### src/include/tw8_pkg.sv
// Constants and carrier types of the 8-bit timer waveform generator
package tw8_pkg;

    // ======================================================================
    // Register map (byte addresses on the AXI4-Lite port)
    localparam int          ADDR_W      = 8;
    localparam logic [7:0]  OFS_CTRL    = 8'h00;
    localparam logic [7:0]  OFS_PRESC   = 8'h04;
    localparam logic [7:0]  OFS_FORCE   = 8'h08;
    localparam logic [7:0]  OFS_COUNT   = 8'h0C;
    localparam logic [7:0]  OFS_CMPA    = 8'h10;
    localparam logic [7:0]  OFS_CMPB    = 8'h14;
    localparam logic [7:0]  OFS_FLAGS   = 8'h18;
    localparam logic [7:0]  OFS_PORT    = 8'h1C;
    localparam logic [7:0]  OFS_STATUS  = 8'h20;

    // ======================================================================
    // Field positions
    localparam int CTRL_MODE_LSB = 0;
    localparam int CTRL_ACTB_LSB = 4;
    localparam int CTRL_ACTA_LSB = 6;
    localparam int CTRL_RUN_BIT  = 8;
    localparam int FORCE_A_BIT   = 0;
    localparam int FORCE_B_BIT   = 1;
    localparam int FLG_OVF_BIT   = 0;
    localparam int FLG_CMPA_BIT  = 1;
    localparam int FLG_CMPB_BIT  = 2;
    localparam int PORT_OUTA_BIT = 0;
    localparam int PORT_OUTB_BIT = 1;
    localparam int PORT_DIRA_BIT = 2;
    localparam int PORT_DIRB_BIT = 3;
    localparam int STAT_WAVA_BIT = 0;
    localparam int STAT_WAVB_BIT = 1;

    // ======================================================================
    // Codes and values
    localparam logic [2:0] MODE_NORMAL    = 3'h0;
    localparam logic [2:0] MODE_CTC       = 3'h2;
    localparam logic [2:0] MODE_FAST_MAX  = 3'h3;
    localparam logic [2:0] MODE_FAST_CMPA = 3'h7;
    localparam logic [1:0] ACT_NONE       = 2'h0;
    localparam logic [1:0] ACT_TOGGLE     = 2'h1;
    localparam logic [1:0] ACT_CLEAR      = 2'h2;
    localparam logic [1:0] ACT_SET        = 2'h3;
    localparam logic [7:0] CNT_MAX        = 8'hFF;
    localparam logic [7:0] CNT_BOTTOM     = 8'h00;
    localparam logic       WAVE_RST       = 1'b0;
    localparam logic [1:0] RESP_OKAY      = 2'h0;
    localparam logic [1:0] RESP_SLVERR    = 2'h2;

    // ======================================================================
    // Carriers
    typedef struct packed {
        logic [7:0]  awaddr;
        logic        awvalid;
        logic [31:0] wdata;
        logic [3:0]  wstrb;
        logic        wvalid;
        logic        bready;
        logic [7:0]  araddr;
        logic        arvalid;
        logic        rready;
    } tw8_axil_req_s;

    typedef struct packed {
        logic        awready;
        logic        wready;
        logic        bvalid;
        logic [1:0]  bresp;
        logic        arready;
        logic        rvalid;
        logic [31:0] rdata;
        logic [1:0]  rresp;
    } tw8_axil_rsp_s;

    typedef struct packed {
        logic wave_a_o;
        logic wave_a_oe;
        logic wave_b_o;
        logic wave_b_oe;
    } tw8_pin_s;

    typedef struct packed {
        logic overflow_flag;
        logic compare_a_flag;
        logic compare_b_flag;
    } tw8_flag_s;

endpackage

### src/verilog/tw8_waveform_gen.sv
// 8-bit timer counting sequence and waveform outputs with AXI4-Lite access
`timescale 1ns/1ps

// Functional notes
// Reset clears both waveform output bits to zero.
// Nonzero action field puts waveform bit on pin; direction bit keeps enable.
// Software sets the direction bit before the waveform reaches the pin.
// Port override follows the action field, not the counting mode. The code also disconnects fast PWM action 1.
// Action zero leaves the waveform bit alone at a match.
// New action acts at next match; force strobe acts at once, non-PWM.
// Mode field sets counting; action field sets only output behaviour.
// Mode zero counts up, never clears, wraps 0xFF to 0x00.
// Normal mode sets overflow flag as counter becomes zero.
// Counter writes accepted any time in normal mode.
// Mode 2 clears counter on match with compare value A.
// Mode 2 compare A unbuffered; lower value makes counter wrap first.
// Mode 2 sets compare A flag when counter reaches top.
// Mode 2 action 1 toggles output A each match; A=0 toggles each tick.
// Mode 2 sets overflow flag on the move from max to 0x00.
// Modes 3 and 7 count bottom to top; top 0xFF or compare A.
// Fast PWM action 2 clears at match, sets at bottom; 3 opposite.
// Fast PWM counts up to top, clears on the following tick.
// Fast PWM sets overflow flag each time counter reaches top.
// Fast PWM action 1 toggles A only with mode msb; else disconnected.
// Fast PWM compare values double buffered, toggle mode included.
// Fast PWM A=0 gives one-tick spike; A=max gives constant level.
// Match sets compare flag on next tick; writing one clears it.
// Counter write blocks compare matches for the next tick.
// Counter write beats clear and count; stopped timer never ticks.
// Apart from register writes, counter, flags and outputs change only on timer tick cycles.
module tw8_waveform_gen
    import tw8_pkg::*;
#(
    parameter int PRESC_W = 8
) (
    input  wire logic          aclk,
    input  wire logic          aresetn,
    input  wire tw8_axil_req_s s_axil_req,
    output tw8_axil_rsp_s      s_axil_rsp,
    output tw8_pin_s           pin,
    output tw8_flag_s          flags
);

    // ======================================================================
    // State
    typedef struct packed {
        logic [7:0]         aw_addr;
        logic               aw_full;
        logic [31:0]        w_data;
        logic [3:0]         w_strb;
        logic               w_full;
        tw8_axil_rsp_s      rsp;
        logic [2:0]         mode;
        logic [1:0]         act_a;
        logic [1:0]         act_b;
        logic               run;
        logic [PRESC_W-1:0] presc_div;
        logic [PRESC_W-1:0] presc_cnt;
        logic [7:0]         count;
        logic [7:0]         cmpa_buf;
        logic [7:0]         cmpa_act;
        logic [7:0]         cmpb_buf;
        logic [7:0]         cmpb_act;
        logic               block;
        tw8_flag_s          flg;
        logic               wave_a;
        logic               wave_b;
        logic               port_a;
        logic               port_b;
        logic               dir_a;
        logic               dir_b;
        tw8_pin_s           pin;
    } tw8_state_s;

    tw8_state_s state_reg;
    tw8_state_s state_next;

    // ======================================================================
    // Helpers
    function automatic logic [31:0] merge_strb(
        input logic [31:0] old_v,
        input logic [31:0] new_v,
        input logic [3:0]  strb
    );
        logic [31:0] res;
        res = old_v;
        for (int i = 0; i < 4; i++) begin
            if (strb[i]) begin
                res[8*i +: 8] = new_v[8*i +: 8];
            end
        end
        return res;
    endfunction

    function automatic logic apply_act(
        input logic       cur,
        input logic [1:0] act
    );
        logic res;
        res = cur;
        unique case (act)
            ACT_NONE:   res = cur;
            ACT_TOGGLE: res = ~cur;
            ACT_CLEAR:  res = 1'b0;
            ACT_SET:    res = 1'b1;
        endcase
        return res;
    endfunction

    // ======================================================================
    // Next-state logic
    always_comb begin
        logic        wr_fire;
        logic [7:0]  wr_addr;
        logic [31:0] wr_data;
        logic        tick;
        logic        is_fast;
        logic        is_ctc;
        logic [7:0]  top;
        logic        at_top;
        logic        match_a;
        logic        match_b;
        logic        ctc_clear;
        logic        disc_a;
        logic        disc_b;
        logic [31:0] rd;

        state_next = state_reg;
        wr_fire    = 1'b0;
        wr_addr    = state_reg.aw_addr;
        wr_data    = 32'h0000_0000;
        rd         = 32'h0000_0000;

        // ------------------------------------------------ timer tick divider
        tick = 1'b0;
        if (!state_reg.run) begin
            state_next.presc_cnt = '0;
        end else if (state_reg.presc_cnt == state_reg.presc_div) begin
            tick                 = 1'b1;
            state_next.presc_cnt = '0;
        end else begin
            state_next.presc_cnt = state_reg.presc_cnt + 1'b1;
        end

        // ------------------------------------------------ counter unit
        is_fast = (state_reg.mode[1:0] == MODE_FAST_MAX[1:0]);
        is_ctc  = (state_reg.mode == MODE_CTC);
        top     = (state_reg.mode == MODE_FAST_CMPA) ? state_reg.cmpa_act
                                                     : CNT_MAX;
        at_top  = (state_reg.count == top);
        // A counter write suppresses the comparator for one tick
        match_a = (state_reg.count == state_reg.cmpa_act)
                  && !state_reg.block;
        match_b = (state_reg.count == state_reg.cmpb_act)
                  && !state_reg.block;
        ctc_clear = is_ctc && match_a;

        if (tick) begin
            state_next.block = 1'b0;
            if ((is_fast && at_top) || ctc_clear) begin
                state_next.count = CNT_BOTTOM;
            end else begin
                // Plain 8-bit increment wraps 0xFF to 0x00
                state_next.count = state_reg.count + 8'h01;
            end

            if (is_fast) begin
                if (at_top) begin
                    state_next.flg.overflow_flag = 1'b1;
                end
            end else if (state_reg.count == CNT_MAX && !ctc_clear) begin
                state_next.flg.overflow_flag = 1'b1;
            end else if (ctc_clear && state_reg.count == CNT_MAX) begin
                state_next.flg.overflow_flag = 1'b1;
            end

            if (match_a) begin
                state_next.flg.compare_a_flag = 1'b1;
            end
            if (match_b) begin
                state_next.flg.compare_b_flag = 1'b1;
            end

            // ---------------------------------------------- waveform logic
            if (is_fast) begin
                // Bottom action is applied after the match, so a compare
                // value equal to top yields a steady level
                if (state_reg.act_a[1]) begin
                    if (match_a) begin
                        state_next.wave_a =
                            (state_reg.act_a == ACT_SET);
                    end
                    if (at_top) begin
                        state_next.wave_a =
                            (state_reg.act_a == ACT_CLEAR);
                    end
                end else if (state_reg.act_a == ACT_TOGGLE
                             && state_reg.mode[2] && match_a) begin
                    state_next.wave_a = ~state_reg.wave_a;
                end
                if (state_reg.act_b[1]) begin
                    if (match_b) begin
                        state_next.wave_b =
                            (state_reg.act_b == ACT_SET);
                    end
                    if (at_top) begin
                        state_next.wave_b =
                            (state_reg.act_b == ACT_CLEAR);
                    end
                end
            end else begin
                if (match_a) begin
                    state_next.wave_a =
                        apply_act(state_reg.wave_a, state_reg.act_a);
                end
                if (match_b) begin
                    state_next.wave_b =
                        apply_act(state_reg.wave_b, state_reg.act_b);
                end
            end

            // Buffered compare values load as the counter leaves top
            if (is_fast && at_top) begin
                state_next.cmpa_act = state_reg.cmpa_buf;
                state_next.cmpb_act = state_reg.cmpb_buf;
            end
        end

        // ------------------------------------------------ AXI write path
        if (!state_reg.aw_full && s_axil_req.awvalid) begin
            state_next.aw_full = 1'b1;
            state_next.aw_addr = s_axil_req.awaddr;
        end
        if (!state_reg.w_full && s_axil_req.wvalid) begin
            state_next.w_full = 1'b1;
            state_next.w_data = s_axil_req.wdata;
            state_next.w_strb = s_axil_req.wstrb;
        end
        if (state_reg.rsp.bvalid && s_axil_req.bready) begin
            state_next.rsp.bvalid = 1'b0;
        end
        if (state_reg.aw_full && state_reg.w_full && !state_reg.rsp.bvalid)
        begin
            wr_fire               = 1'b1;
            state_next.aw_full    = 1'b0;
            state_next.w_full     = 1'b0;
            state_next.rsp.bvalid = 1'b1;
            state_next.rsp.bresp  = RESP_OKAY;
        end

        if (wr_fire) begin
            unique case (wr_addr)
                OFS_CTRL: begin
                    wr_data = merge_strb({23'h0, state_reg.run,
                        state_reg.act_a, state_reg.act_b, 1'b0,
                        state_reg.mode}, state_reg.w_data,
                        state_reg.w_strb);
                    state_next.mode  = wr_data[CTRL_MODE_LSB +: 3];
                    state_next.act_a = wr_data[CTRL_ACTA_LSB +: 2];
                    state_next.act_b = wr_data[CTRL_ACTB_LSB +: 2];
                    state_next.run   = wr_data[CTRL_RUN_BIT];
                end
                OFS_PRESC: begin
                    wr_data = merge_strb(32'(state_reg.presc_div),
                        state_reg.w_data, state_reg.w_strb);
                    state_next.presc_div = wr_data[PRESC_W-1:0];
                end
                OFS_FORCE: begin
                    // Force only moves the outputs: no flag, no counter
                    if (!is_fast && state_reg.w_strb[0]) begin
                        if (state_reg.w_data[FORCE_A_BIT]) begin
                            state_next.wave_a = apply_act(
                                state_next.wave_a, state_reg.act_a);
                        end
                        if (state_reg.w_data[FORCE_B_BIT]) begin
                            state_next.wave_b = apply_act(
                                state_next.wave_b, state_reg.act_b);
                        end
                    end
                end
                OFS_COUNT: begin
                    if (state_reg.w_strb[0]) begin
                        state_next.count = state_reg.w_data[7:0];
                        state_next.block = 1'b1;
                    end
                end
                OFS_CMPA: begin
                    if (state_reg.w_strb[0]) begin
                        state_next.cmpa_buf = state_reg.w_data[7:0];
                    end
                end
                OFS_CMPB: begin
                    if (state_reg.w_strb[0]) begin
                        state_next.cmpb_buf = state_reg.w_data[7:0];
                    end
                end
                OFS_FLAGS: begin
                    // Set wins: a flag set by the tick above in the same cycle is not cleared
                    if (state_reg.w_strb[0]) begin
                        if (state_reg.w_data[FLG_OVF_BIT]
                            && !(tick && (is_fast ? at_top
                                 : state_reg.count == CNT_MAX))) begin
                            state_next.flg.overflow_flag = 1'b0;
                        end
                        if (state_reg.w_data[FLG_CMPA_BIT]
                            && !(tick && match_a)) begin
                            state_next.flg.compare_a_flag = 1'b0;
                        end
                        if (state_reg.w_data[FLG_CMPB_BIT]
                            && !(tick && match_b)) begin
                            state_next.flg.compare_b_flag = 1'b0;
                        end
                    end
                end
                OFS_PORT: begin
                    if (state_reg.w_strb[0]) begin
                        state_next.port_a = state_reg.w_data[PORT_OUTA_BIT];
                        state_next.port_b = state_reg.w_data[PORT_OUTB_BIT];
                        state_next.dir_a  = state_reg.w_data[PORT_DIRA_BIT];
                        state_next.dir_b  = state_reg.w_data[PORT_DIRB_BIT];
                    end
                end
                OFS_STATUS: begin
                end
                default: begin
                    state_next.rsp.bresp = RESP_SLVERR;
                end
            endcase
        end

        // Unbuffered modes use the written compare value directly
        if (!is_fast) begin
            state_next.cmpa_act = state_next.cmpa_buf;
            state_next.cmpb_act = state_next.cmpb_buf;
        end

        state_next.rsp.awready = !state_next.aw_full;
        state_next.rsp.wready  = !state_next.w_full;

        // ------------------------------------------------ AXI read path
        if (state_reg.rsp.rvalid && s_axil_req.rready) begin
            state_next.rsp.rvalid = 1'b0;
        end
        if (state_reg.rsp.arready && s_axil_req.arvalid) begin
            state_next.rsp.rvalid = 1'b1;
            state_next.rsp.rresp  = RESP_OKAY;
            unique case (s_axil_req.araddr)
                OFS_CTRL:   rd = {23'h0, state_reg.run, state_reg.act_a,
                                  state_reg.act_b, 1'b0, state_reg.mode};
                OFS_PRESC:  rd = 32'(state_reg.presc_div);
                OFS_FORCE:  rd = 32'h0000_0000;
                OFS_COUNT:  rd = {24'h0, state_reg.count};
                OFS_CMPA:   rd = {24'h0, state_reg.cmpa_buf};
                OFS_CMPB:   rd = {24'h0, state_reg.cmpb_buf};
                OFS_FLAGS:  rd = {29'h0, state_reg.flg.compare_b_flag,
                                  state_reg.flg.compare_a_flag,
                                  state_reg.flg.overflow_flag};
                OFS_PORT:   rd = {28'h0, state_reg.dir_b, state_reg.dir_a,
                                  state_reg.port_b, state_reg.port_a};
                OFS_STATUS: rd = {30'h0, state_reg.wave_b,
                                  state_reg.wave_a};
                default: begin
                    rd                   = 32'h0000_0000;
                    state_next.rsp.rresp = RESP_SLVERR;
                end
            endcase
            state_next.rsp.rdata = rd;
        end
        state_next.rsp.arready = !state_next.rsp.rvalid;

        // ------------------------------------------------ pin override
        // Toggle code 1 in fast PWM without the mode msb, and always for
        // output B, leaves the pin to the port
        disc_a = (state_next.mode[1:0] == MODE_FAST_MAX[1:0])
                 && (state_next.act_a == ACT_TOGGLE)
                 && !state_next.mode[2];
        disc_b = (state_next.mode[1:0] == MODE_FAST_MAX[1:0])
                 && (state_next.act_b == ACT_TOGGLE);
        state_next.pin.wave_a_o =
            ((state_next.act_a != ACT_NONE) && !disc_a)
            ? state_next.wave_a : state_next.port_a;
        state_next.pin.wave_b_o =
            ((state_next.act_b != ACT_NONE) && !disc_b)
            ? state_next.wave_b : state_next.port_b;
        // Driver enable stays with the direction bit alone
        state_next.pin.wave_a_oe = state_next.dir_a;
        state_next.pin.wave_b_oe = state_next.dir_b;
    end

    // ======================================================================
    // State register
    always_ff @(posedge aclk) begin
        if (!aresetn) begin
            state_reg        <= '0;
            state_reg.wave_a <= WAVE_RST;
            state_reg.wave_b <= WAVE_RST;
        end else begin
            state_reg <= state_next;
        end
    end

    // ======================================================================
    // Outputs
    assign s_axil_rsp = state_reg.rsp;
    assign pin        = state_reg.pin;
    assign flags      = state_reg.flg;

endmodule

### config.mk
export PLATFORM = sky130hd
export DESIGN_NAME = tw8_waveform_gen
export DESIGN_NICKNAME = d
export VERILOG_FILES = /design/src/include/tw8_pkg.sv /design/src/verilog/tw8_waveform_gen.sv
export SDC_FILE = /design/constraint.sdc
export NUM_CORES = 1
export LEC_CHECK = 0
export BUFFER_PORTS_ARGS = -buffer_cell sky130_fd_sc_hd__buf_4
export CORE_MARGIN = 2
export CORE_UTILIZATION = 60
export DETAILED_ROUTE_END_ITERATION = 8
export PLACE_DENSITY_LB_ADDON = 0.08
export RECOVER_POWER = 50
export SKIP_CTS_REPAIR_TIMING = 1
export SLEW_MARGIN = 25
export SYNTH_ARGS = -nofsm -noshare
export SYNTH_HDL_FRONTEND = slang
export SYNTH_SLANG_ARGS = --single-unit
### constraint.sdc
create_clock -name aclk -period 4.05 [get_ports aclk]
set_input_delay 0.81 -clock aclk [delete_from_list [all_inputs] [get_ports aclk]]
set_output_delay 0.81 -clock aclk [all_outputs]
set_load 0.005 [all_outputs]
==> summary.md, run 1 <==
| Metric | Value |
|---|---|
| H-tree levels | `4` |
| Max FO, Critical Path | `11` |
| Yosys warnings | `0` |
| FFs w/ async S/R, synth | `0` |
| Final Max Tran Viols | `100` |
| TritonCTS buffer count | `17` |
| Period utilization | `0.715` |
| Final ANT Viol Nets | `0` |
| Die Ht | `103 um` |
| Peak supply drop | `0.262 mV` |
| Layout cells sized above 1 | `0.138` |
| Final clock skew | `0.00902 ns` |
| CP Capture Type | `flop` |
| Fin util | `0.685` |
| Fin area | `6610 um2` |
| Top FF cell, synth | `dfxtp_1` |
| Critical-path top delay cell | `o41a_1` |
| Total core area | `9640 um2` |
| Slew @ Worst Pin | `roughly 2 ns` |
| Sequential share of power | `0.434` |
| Synth top area share | `0.390` |
| GR Util All Layers | `0.324` |
| Final min period | `2.89 ns` |
| Routed via count | `5460` |
| Final hold viol count | `0` |
| Rel. slew slack | `-0.334` |
| Worst Path Class, Setup | `flop to flop` |
| Area of the multi-input gates | `between 3000 and 4000 um2` |
| #FFs+latches synth | `114` |
| Initial drt markers | `478` |
| Sinks on Clock Net | `between 100 and 150` |
| Biggest area consumer among synthesized cells | `dfxtp_1` |
| Max cap viols | `1` |
| Final nets | `809` |
| Violated checks | `capacitance limit, slew limit` |
| Pin count of the biggest net entering global routing | `100` |
| Worst-path clk slew | `roughly 0.060 ns` |
| Gpl congestion | `approximately 0.95` |
| # port buffers | `57` |
| Top cells by area, synth | `dfxtp_1 39%, nand2_1 6.4%, buf_4 6.2%` |
| Mapped Cells | `between 700 and 800` |
| Leak pwr | `about 0.0025 uW` |
| Min-Delay Endpoint | `state_reg[132]$_SDFFE_PN0P_` |
| RSZ-0062 raised after global routing | `false` |
| Overflow after GRT | `0` |
| Worst skew pair latency | `around 0.52 ns` |
| P_sw | `approximately 670 uW` |
| Total power | `2710 uW` |
| CTS tree | `built` |
| Bufs on Longest Clock Path | `2` |
| Routed len/inst | `18.4 um` |
| Worst path arrival time | `3.30 ns` |
| Largest stage delay on the critical path | `0.40 ns` |
| Startpoint class of the critical path | `flop` |
| Post-synthesis sequential area ratio | `0.390` |
| Pre-antenna DRT Iters | `5` |
| Global-route wire length before repair | `25700 um` |
| Routed WL | `16500 um` |
| Reg-to-Reg Start | `state_reg[57]$_SDFF_PP0_` |
| Number of synthesized flops with an enable pin | `0` |
| Worst hold-check path type | `flop to flop` |
| Register area | `between 2000 and 2500 um2` |
| Hold Path Depth | `2` |
| Sw Share | `0.249` |
| FF-to-FF setup slack | `1.16 ns` |
| Cell family with most CP delay | `compound AO/OA/AOI/OAI gates` |
| Comb power frac | `0.047` |
| P per Cell Area | `410 nW/um2` |
| Fmax | `346 MHz` |
| P&R area growth vs syn | `12.8%` |
| Die width | `103 um` |
| Clock power frac | `0.519` |
| Commonest non-fill, non-tap cell in the layout | `dfxtp_1` |
| Synthesized cell area | `5860 um2` |
| WHS | `0.462 ns` |
| Fill count | `862` |
| Hold Startpoint | `state_reg[132]$_SDFFE_PN0P_` |
| # rows | `36` |
| Diode count | `0` |
| Required @ worst endpoint | `4.46 ns` |
| Number of global-route vias before repair | `4853` |
| Initial Util | `0.607` |
| Max reg flops | `90` |
| Crit path cell chain | `xor2_1, nor4_1, clkbuf_1, nand3_1, buf_4, o41a_1, a21oi_1, a221oi_1, o21a_1, o31ai_2` |
| R2r worst-path depth | `10` |
| Crit path buffers/inverters | `2` |
| Status | `finished with violations` |
| Die ar. | `between 10000 and 15000 um2` |
| Boundary Pins | `107` |
| Syn Area/Cell | `7.99 um2` |
| Unique masters post-synth | `between 60 and 70` |
| Final HPWL DP | `between 10000 and 15000 um` |
| Routed vias/inst | `6.11` |
| Reg-to-reg critical path endpoint | `pin[1]$_SDFF_PN0_` |
| Drc violations | `0` |
| Initial antenna violation count | `0` |
| Most frequent cells in the layout | `114 x dfxtp_1, 100 x nand2_1, 79 x nor2_1, 69 x a21oi_1, 36 x buf_4` |
| Accumulated negative setup slack | `0 ns` |
| Root Buffer | `clkbuf_8` |
| Internal | `a little over 2000 uW` |
| Placed cell area | `about 6000 um2` |
| Number of setup violations in the final report | `0` |
-- power groups by stage --
stage / registers [uW] / logic (uW) / clock network, uW
after global placement: 1200 / 125 / 0
final: 1180 / 128 / 1410
after global routing: 1180 / 143 / 1470
after detailed placement: 1200 / 128 / 0
after CTS: 1170 / 129 / 1410
after floorplan: 1170 / 115 / 0
-- per-layer routing --
| metal | global-route usage | part of all wire |
|---|---|---|
| met5 | 0 | 0 |
| met4 | 0.139 | 0.037 |
| met3 | 0.0773 | 0.098 |
| met2 | 0.488 | 0.45 |
| met1 | 0.445 | 0.42 |
-- how the worst max path moves through the flow --
stage | startpoint | to | cells after the start
global route | state_reg[164]$_SDFFE_PN0P_ | state_reg[30]$_SDFFE_PN0P_ | 8
CTS | state_reg[164]$_SDFFE_PN0P_ | pin[1]$_SDFF_PN0_ | 8
global placement | s_axil_req[7] | s_axil_rsp[10]$_SDFFE_PN0P_ | 6
finish | state_reg[57]$_SDFF_PP0_ | pin[1]$_SDFF_PN0_ | 10
detailed placement | s_axil_req[7] | s_axil_rsp[10]$_SDFFE_PN0P_ | 6
floorplan | s_axil_req[3] | s_axil_rsp[10]$_SDFFE_PN0P_ | 7
-- cell type report --
type                       instances  share of cell area
sequential                       114               0.346
multi-input combinational        534               0.465
clock buffer                      19              0.0654
inverter                          18              0.0102
timing repair buffer              63              0.0690
clock inverter                    13              0.0193
tap                              133              0.0252
-- worst min-delay path: stages, from the launching register on --
cell and delay, ns:
dfxtp_1 0.31, nand2_1 0.05, a21oi_1 0.05
-- metrics by stage --
stage | std cells | setup WS [ns]
2_1_floorplan | 756 | 1.73
3_3_place_gp | 862 | 1.17
3_5_place_dp | 862 | 1.08
4_1_cts | 894 | 1.26
5_1_grt | 894 | 0.909
6_report | 894 | 1.16
-- cell usage after synthesis (3+ instances only) --
cell and n:
dfxtp_1 114, nand2_1 100, nor2_1 80, a21oi_1 69, buf_4 48, nand3_1 35
clkbuf_1 33, a22oi_1 28, mux2i_1 28, xor2_1 21, nor3_1 20, inv_1 16
o21ai_0 14, and3_1 11, nand2b_1 9, nor4_1 8, xnor2_1 8, a31oi_1 6
buf_2 6, a221o_1 5, nand4_1 5, nor2b_1 5, o21a_1 4, a21boi_0 3
a21o_1 3, a221oi_1 3, nor4_2 3, o31ai_1 3
-- cell families after synthesis --
kind of cell	count (synthesis)	synth area share
XOR/XNOR	29	0.0434
multiplexers	29	0.0498
flip-flops	114	0.390
adder cells (fa/ha/maj)	2	0.00427
other	1	0.000640
AND/OR/NAND/NOR	288	0.225
AO/OA/AOI/OAI	162	0.185
buffers and inverters	108	0.101
No activity file was read; power rests on OpenSTA's default activity.
==> run 2: changes to the inputs <==
Settings changed: ABC_AREA from default to 1, CORE_UTILIZATION 60 to 56.
Clock period 4.05 ns to 3 ns, I/O delays scaled along.
==> run 2 against run 1 <==
  * The flow now finishes without violations
  * Core utilization shrank 1.9 points
  * Clock-buffer cell count grew 4
  * Non-clock buffer count shrank 3
  * Die area grew 10%
  * Sequential power grew 35%
  * Global-route usage shrank 1.0 points
  * Clock power grew 65%
  * Register-to-register slack lost 0.71 ns
  * Cell area grew 5.1%
  * Total power grew 51%
  * Largest cell class unchanged
==> summary.md, run 2 <==
| Metric | Value |
|---|---|
| Routed via count | `5835` |
| Syn Area/Cell | `6.95 um2` |
| FFs w/ async S/R, synth | `0` |
| #FFs+latches synth | `about 110` |
| Final clock skew | `0.0104 ns` |
| TritonCTS buffer count | `17` |
| CTS tree | `built` |
| Post-synthesis sequential area ratio | `0.378` |
| Largest stage delay on the critical path | `0.48 ns` |
| Final HPWL DP | `12700 um` |
| Leak pwr | `0.00301 uW` |
| Final hold viol count | `0` |
| Routed vias/inst | `around 5.6` |
| Commonest non-fill, non-tap cell in the layout | `nand2_1` |
| Final min period | `2.56 ns` |
| Number of setup violations in the final report | `0` |
| Diode count | `0` |
| Synth top cells by count | `157 x nand2_1, 114 x dfxtp_1, 111 x nor2_1` |
| Total core area | `10400 um2` |
| Die Ht | `108 um` |
| # port buffers | `57` |
| Synth top area share | `0.378` |
| Crit path cell chain | `inv_1, nand2_1, nand4_1, nor3_1, nand2_1, clkinv_4, nand2_4, nand2_2, nand2_2, nand2_2, nand2_1, nand2_1, nand3_1, nand2_2, nor2_1` |
| Layout cells sized above 1 | `0.147` |
| Crit path buffers/inverters | `2` |
| Synthesized cell area | `6040 um2` |
| Final setup margin | `0.445 ns` |
| Mapped Cells | `869` |
| Initial antenna violation count | `0` |
| # rows | `37` |
| Worst skew pair latency | `0.53 ns` |
| Number of global-route vias before repair | `5340` |
| Die width | `108 um` |
| Slew @ Worst Pin | `1.41 ns` |
| Max FO, Critical Path | `10` |
| Top-count cell post-synth | `nand2_1` |
| RSZ-0062 raised after global routing | `false` |
| CP Capture Type | `flop` |
| Final ANT Viol Nets | `0` |
| Max cap viols | `0` |
| Gpl congestion | `0.965` |
| Global-route wire length before repair | `27600 um` |
| Final nets | `960` |
| Pin count of the biggest net entering global routing | `40` |
| Number of synthesized flops with an enable pin | `0` |
| Drc violations | `0` |
| Sinks on Clock Net | `114` |
| Worst path arrival time | `2.92 ns` |
| Worst-path clk slew | `0.06 ns` |
| Top FF cell, synth | `dfxtp_1` |
| Routed WL | `around 17000 um` |
| Fill count | `923` |
| Initial drt markers | `roughly 490` |
| Status | `complete, no violations` |
| Root Buffer | `clkbuf_8` |
| Die ar. | `11600 um2` |
| Most frequent cells in the layout | `158 x nand2_1, 114 x dfxtp_1, 112 x nor2_1, 101 x inv_1, 60 x a21oi_1` |
| Peak supply drop | `0.435 mV` |
| Yosys warnings | `0` |
| Worst Path Class, Setup | `flop to flop` |
| H-tree levels | `4` |
| Mux share of post-synthesis cell area | `0.00166` |
| Complex-gate fraction of the synthesized area | `0.187` |
| Boundary Pins | `107` |
| Overflow after GRT | `0` |
| P&R area growth vs syn | `14.8%` |
| Worst hold-check path type | `input pin to flop` |
| Initial Util | `0.580` |
| Required @ worst endpoint | `3.36 ns` |
| Biggest area consumer among synthesized cells | `dfxtp_1` |
| Unique masters post-synth | `53` |
| Pre-antenna DRT Iters | `6` |
| Post-synthesis simple-gate area fraction | `0.262` |
| P per Cell Area | `591 nW/um2` |
| Routed len/inst | `16.6 um` |
| Fmax | `391 MHz` |
| Startpoint class of the critical path | `flop` |
| GR Util All Layers | `0.313` |
| Rel. slew slack | `0.0611` |
| Xor and xnor area share after synthesis | `0.0145` |
| Accumulated negative setup slack | `0 ns` |
| Synth Area in Adders | `0.00414` |
| Worst slack at placement | `approximately 0.65 ns` |
| Period utilization | `0.852` |
| Max reg flops | `90` |
| Cell family with most CP delay | `simple AND/OR/NAND/NOR gates` |
| Bufs on Longest Clock Path | `2` |
| Final Max Tran Viols | `0` |
| Combinational family with the most area after synthesis | `simple AND/OR/NAND/NOR gates` |
| Top cells by area, synth | `dfxtp_1 38%, nand2_1 9.8%, nor2_1 6.9%` |
| Critical-path top delay cell | `nand2_1` |
run 2: routing by layer:
layer | share of wire | vias up | track usage
met5 | 0 | - | 0
met4 | 0.024 | 0 | 0.104
met3 | 0.084 | 28 | 0.0932
met2 | 0.45 | 247 | 0.491
met1 | 0.44 | 2729 | 0.412
li1 | - | 2831 | -
run 2: metrics by stage:
| step | utilization | hold slack [ns] | total power (uW) | cells | area, um2 |
|---|---|---|---|---|---|
| after floorplan | - | 0.415 | 1750 | 892 | 6130 |
| after global placement | 0.602 | 0.421 | 1800 | 1016 | 6270 |
| after detailed placement | 0.602 | 0.433 | 1810 | 1016 | 6270 |
| after CTS | 0.668 | 0.283 | 4110 | 1048 | 6960 |
| after global routing | 0.666 | 0.301 | 4210 | 1048 | 6940 |
| final | 0.666 | 0.293 | 4100 | 1048 | 6940 |
run 2: worst min-delay path, cell delays in order:
cell,delay [ns]
buf_4,0.08
nor2_1,0.03
nor2_1,0.08
run 2: area by class of cell:
type                            instances  area, um2  share of cell area
Clock buffer                           23        487              0.0701
Clock inverter                          9        198              0.0285
Inverter                              116        444              0.0640
Multi-Input combinational cell        590       2910               0.420
Sequential cell                       114       2280               0.329
Tap cell                              136        170              0.0245
Timing Repair Buffer                   60        447              0.0644
run 2: cells by family (layout without fill, tap and decap cells):
| group | Yosys count | after routing |
|---|---|---|
| simple gates | 356 | 356 |
| compound gates | 197 | 197 |
| buf+inv | 188 | 208 |
| flops | 114 | 114 |
| xor+xnor | 10 | 10 |
| fa+ha+maj | 2 | 2 |
| other cells | 1 | 24 |
| mux | 1 | 1 |
run 2: worst paths after layout:
path / from / depth (start not counted) / end / slack [ns]
setup reg to reg: state_reg[62]$_SDFFE_PN0P_ / 15 / state_reg[8]$_SDFF_PN0_ / 0.44
hold / removal: s_axil_req[56] / 3 / state_reg[164]$_SDFFE_PN0P_ / 0.29
setup / recovery: state_reg[62]$_SDFFE_PN0P_ / 15 / state_reg[8]$_SDFF_PN0_ / 0.44
hold reg to reg: s_axil_rsp[36]$_SDFF_PN0_ / 2 / s_axil_rsp[36]$_SDFF_PN0_ / 0.44
run 2: power by group:
group	internal (uW)	switching [uW]
logic	69.0	122
clock network	1620	700
registers	1550	38.2
==> run 3: changes to the inputs <==
--- a/config.mk
+++ b/config.mk
@@ -18,2 +18,3 @@
 export SYNTH_HDL_FRONTEND = slang
 export SYNTH_SLANG_ARGS = --single-unit
+export TNS_END_PERCENT = 50
==> constraint.sdc (replaced) <==
create_clock -name aclk -period 3 [get_ports aclk]
set_input_delay 0.6 -clock aclk [delete_from_list [all_inputs] [get_ports aclk]]
set_output_delay 0.6 -clock aclk [all_outputs]
set_load 0.01 [all_outputs]
==> run 3 against run 2 <==
  * Via count rose by 0.27%
  * Die area did not move
  * Register-to-register slack barely moved
  * Non-clock buffer count did not move
  * Highest routed layer unchanged
  * Critical endpoint unchanged
  * First-iteration DRC count rose by 15%
  * Global-route usage did not move
  * Sequential cell count did not move
  * Clock-buffer cell count did not move
==> summary.md, run 3 (same netlist as run 2, synthesis figures left out) <==
| Metric | Value |
|---|---|
| GR Util All Layers | `0.313` |
| Initial antenna violation count | `0` |
| Diode count | `0` |
| Final clock skew | `around 0.011 ns` |
| Most frequent cells in the layout | `158 x nand2_1, 114 x dfxtp_1, 112 x nor2_1, 101 x inv_1, 60 x a21oi_1` |
| Global-route wire length before repair | `27600 um` |
| Final HPWL DP | `between 10000 and 15000 um` |
| Routed WL | `17500 um` |
| TritonCTS buffer count | `17` |
| Final ANT Viol Nets | `0` |
| Total core area | `10400 um2` |
| Period utilization | `0.848` |
| Crit. Startpoint | `state_reg[62]$_SDFFE_PN0P_` |
| Bufs on Longest Clock Path | `2` |
| Min-Delay Endpoint | `state_reg[164]$_SDFFE_PN0P_` |
| Worst slack at placement | `0.652 ns` |
| Worst skew pair latency | `between 0.5 and 0.6 ns` |
| Final hold viol count | `0` |
| FF-to-FF setup slack | `0.46 ns` |
| Number of global-route vias before repair | `5340` |
| Worst-path clk slew | `0.06 ns` |
| Max FO, Critical Path | `10` |
| Worst hold-check path type | `input pin to flop` |
| Sinks on Clock Net | `114` |
| Final Max Tran Viols | `0` |
| Status | `complete, no violations` |
| Pre-antenna DRT Iters | `6` |
| Rel. slew slack | `0.0529` |
| Number of setup violations in the final report | `0` |
| Initial Util | `0.580` |
| Leak pwr | `0.00292 uW` |
| Drc violations | `0` |
| P per Cell Area | `between 500 and 600 nW/um2` |
| Root Buffer | `clkbuf_8` |
| Die width | `about 110 um` |
| Accumulated negative setup slack | `0 ns` |
| Peak supply drop | `0.432 mV` |
| Hold Startpoint | `s_axil_req[56]` |
| Crit path cell chain | `inv_1, nand2_1, nand4_1, nor3_1, nand2_1, clkinv_4, nand2_4, nand2_2, nand2_2, nand2_2, nand2_1, nand2_1, nand3_1, nand2_2, nor2_1` |
| Boundary Pins | `107` |
| Fmax | `393 MHz` |
| Initial drt markers | `565` |
| Startpoint class of the critical path | `flop` |
| Max reg flops | `90` |
| Slew @ Worst Pin | `1.42 ns` |
| Pin count of the biggest net entering global routing | `40` |
| Reg-to-Reg Start | `state_reg[62]$_SDFFE_PN0P_` |
| Largest stage delay on the critical path | `0.48 ns` |
| Gpl congestion | `approximately 0.96` |
| Critical-path top delay cell | `nand2_1` |
| Max cap viols | `0` |
| H-tree levels | `4` |
| Routed len/inst | `between 15 and 20 um` |
| Die ar. | `11600 um2` |
| Layout cells sized above 1 | `0.121` |
| Final setup margin | `0.455 ns` |
| Overflow after GRT | `0` |
| Final nets | `960` |
| CP Capture Type | `flop` |
| # rows | `37` |
| Commonest non-fill, non-tap cell in the layout | `nand2_1` |
| R2r worst-path depth | `15` |
| CTS tree | `built` |
| Die Ht | `108 um` |
| Routed vias/inst | `about 5.6` |
| RSZ-0062 raised after global routing | `false` |
| Required @ worst endpoint | `approximately 3.4 ns` |
| Hold Path Depth | `3` |
| Reg-to-reg critical path endpoint | `state_reg[8]$_SDFF_PN0_` |
| Final min period | `2.54 ns` |
| Routed via count | `5851` |
| Worst Path Class, Setup | `flop to flop` |
| # port buffers | `57` |
| P&R area growth vs syn | `13.3%` |
| Worst path arrival time | `2.91 ns` |
[run 3: changes by cell type in the layout (fill, tap and decap cells not counted)]
cell and change:
clkbuf_4 -24, clkbuf_1 +24
[run 3: per-stage QoR]
stage	power (uW)	util	cells	cell area, um2	hold WS [ns]
after floorplan	1760	-	892	6130	0.415
after global placement	1810	0.602	1016	6270	0.421
after detailed placement	1820	0.602	1016	6270	0.433
after CTS	4120	0.668	1048	6960	0.283
after global routing	4220	0.658	1048	6850	0.301
final	4100	0.658	1048	6850	0.293
[run 3: metal layers]
layer | track usage | vias to the layer above | wire length (um)
met5 | 0 | - | 0
met4 | 0.104 | 0 | 371
met3 | 0.0932 | 22 | 1550
met2 | 0.491 | 253 | 7800
met1 | 0.412 | 2745 | 7780
li1 | - | 2831 | -
[run 3: critical path: cells and delay by family, from the launching register on]
| kind | cells | cell delay (ns) |
|---|---|---|
| flops | 1 | 0.45 |
| simple gates | 13 | 1.58 |
| buf+inv | 2 | 0.34 |
[run 3: power by group]
part           internal (uW)  switching, uW
registers               1550           38.6
clock network           1630            698
logic                   64.7            132
[run 3: how the worst max path moves through the flow]
stage | end | slack [ns] | cells past startpoint
after floorplan | s_axil_rsp[3]$_SDFFE_PN0P_ | 1.10 | 8
after global placement | s_axil_rsp[3]$_SDFFE_PN0P_ | 0.71 | 9
after detailed placement | s_axil_rsp[3]$_SDFFE_PN0P_ | 0.65 | 9
after CTS | state_reg[50]$_SDFF_PN0_ | 0.83 | 10
after global routing | state_reg[72]$_SDFF_PN0_ | 0.30 | 4
final | state_reg[8]$_SDFF_PN0_ | 0.46 | 15
[run 3: layout make-up]
cell class	instances	area (um2)
Clock buffer	23	487
Clock inverter	9	198
Fill cell	953	3570
Inverter	116	444
Multi-Input combinational cell	590	2910
Sequential cell	114	2280
Tap cell	136	170
Timing Repair Buffer	60	357
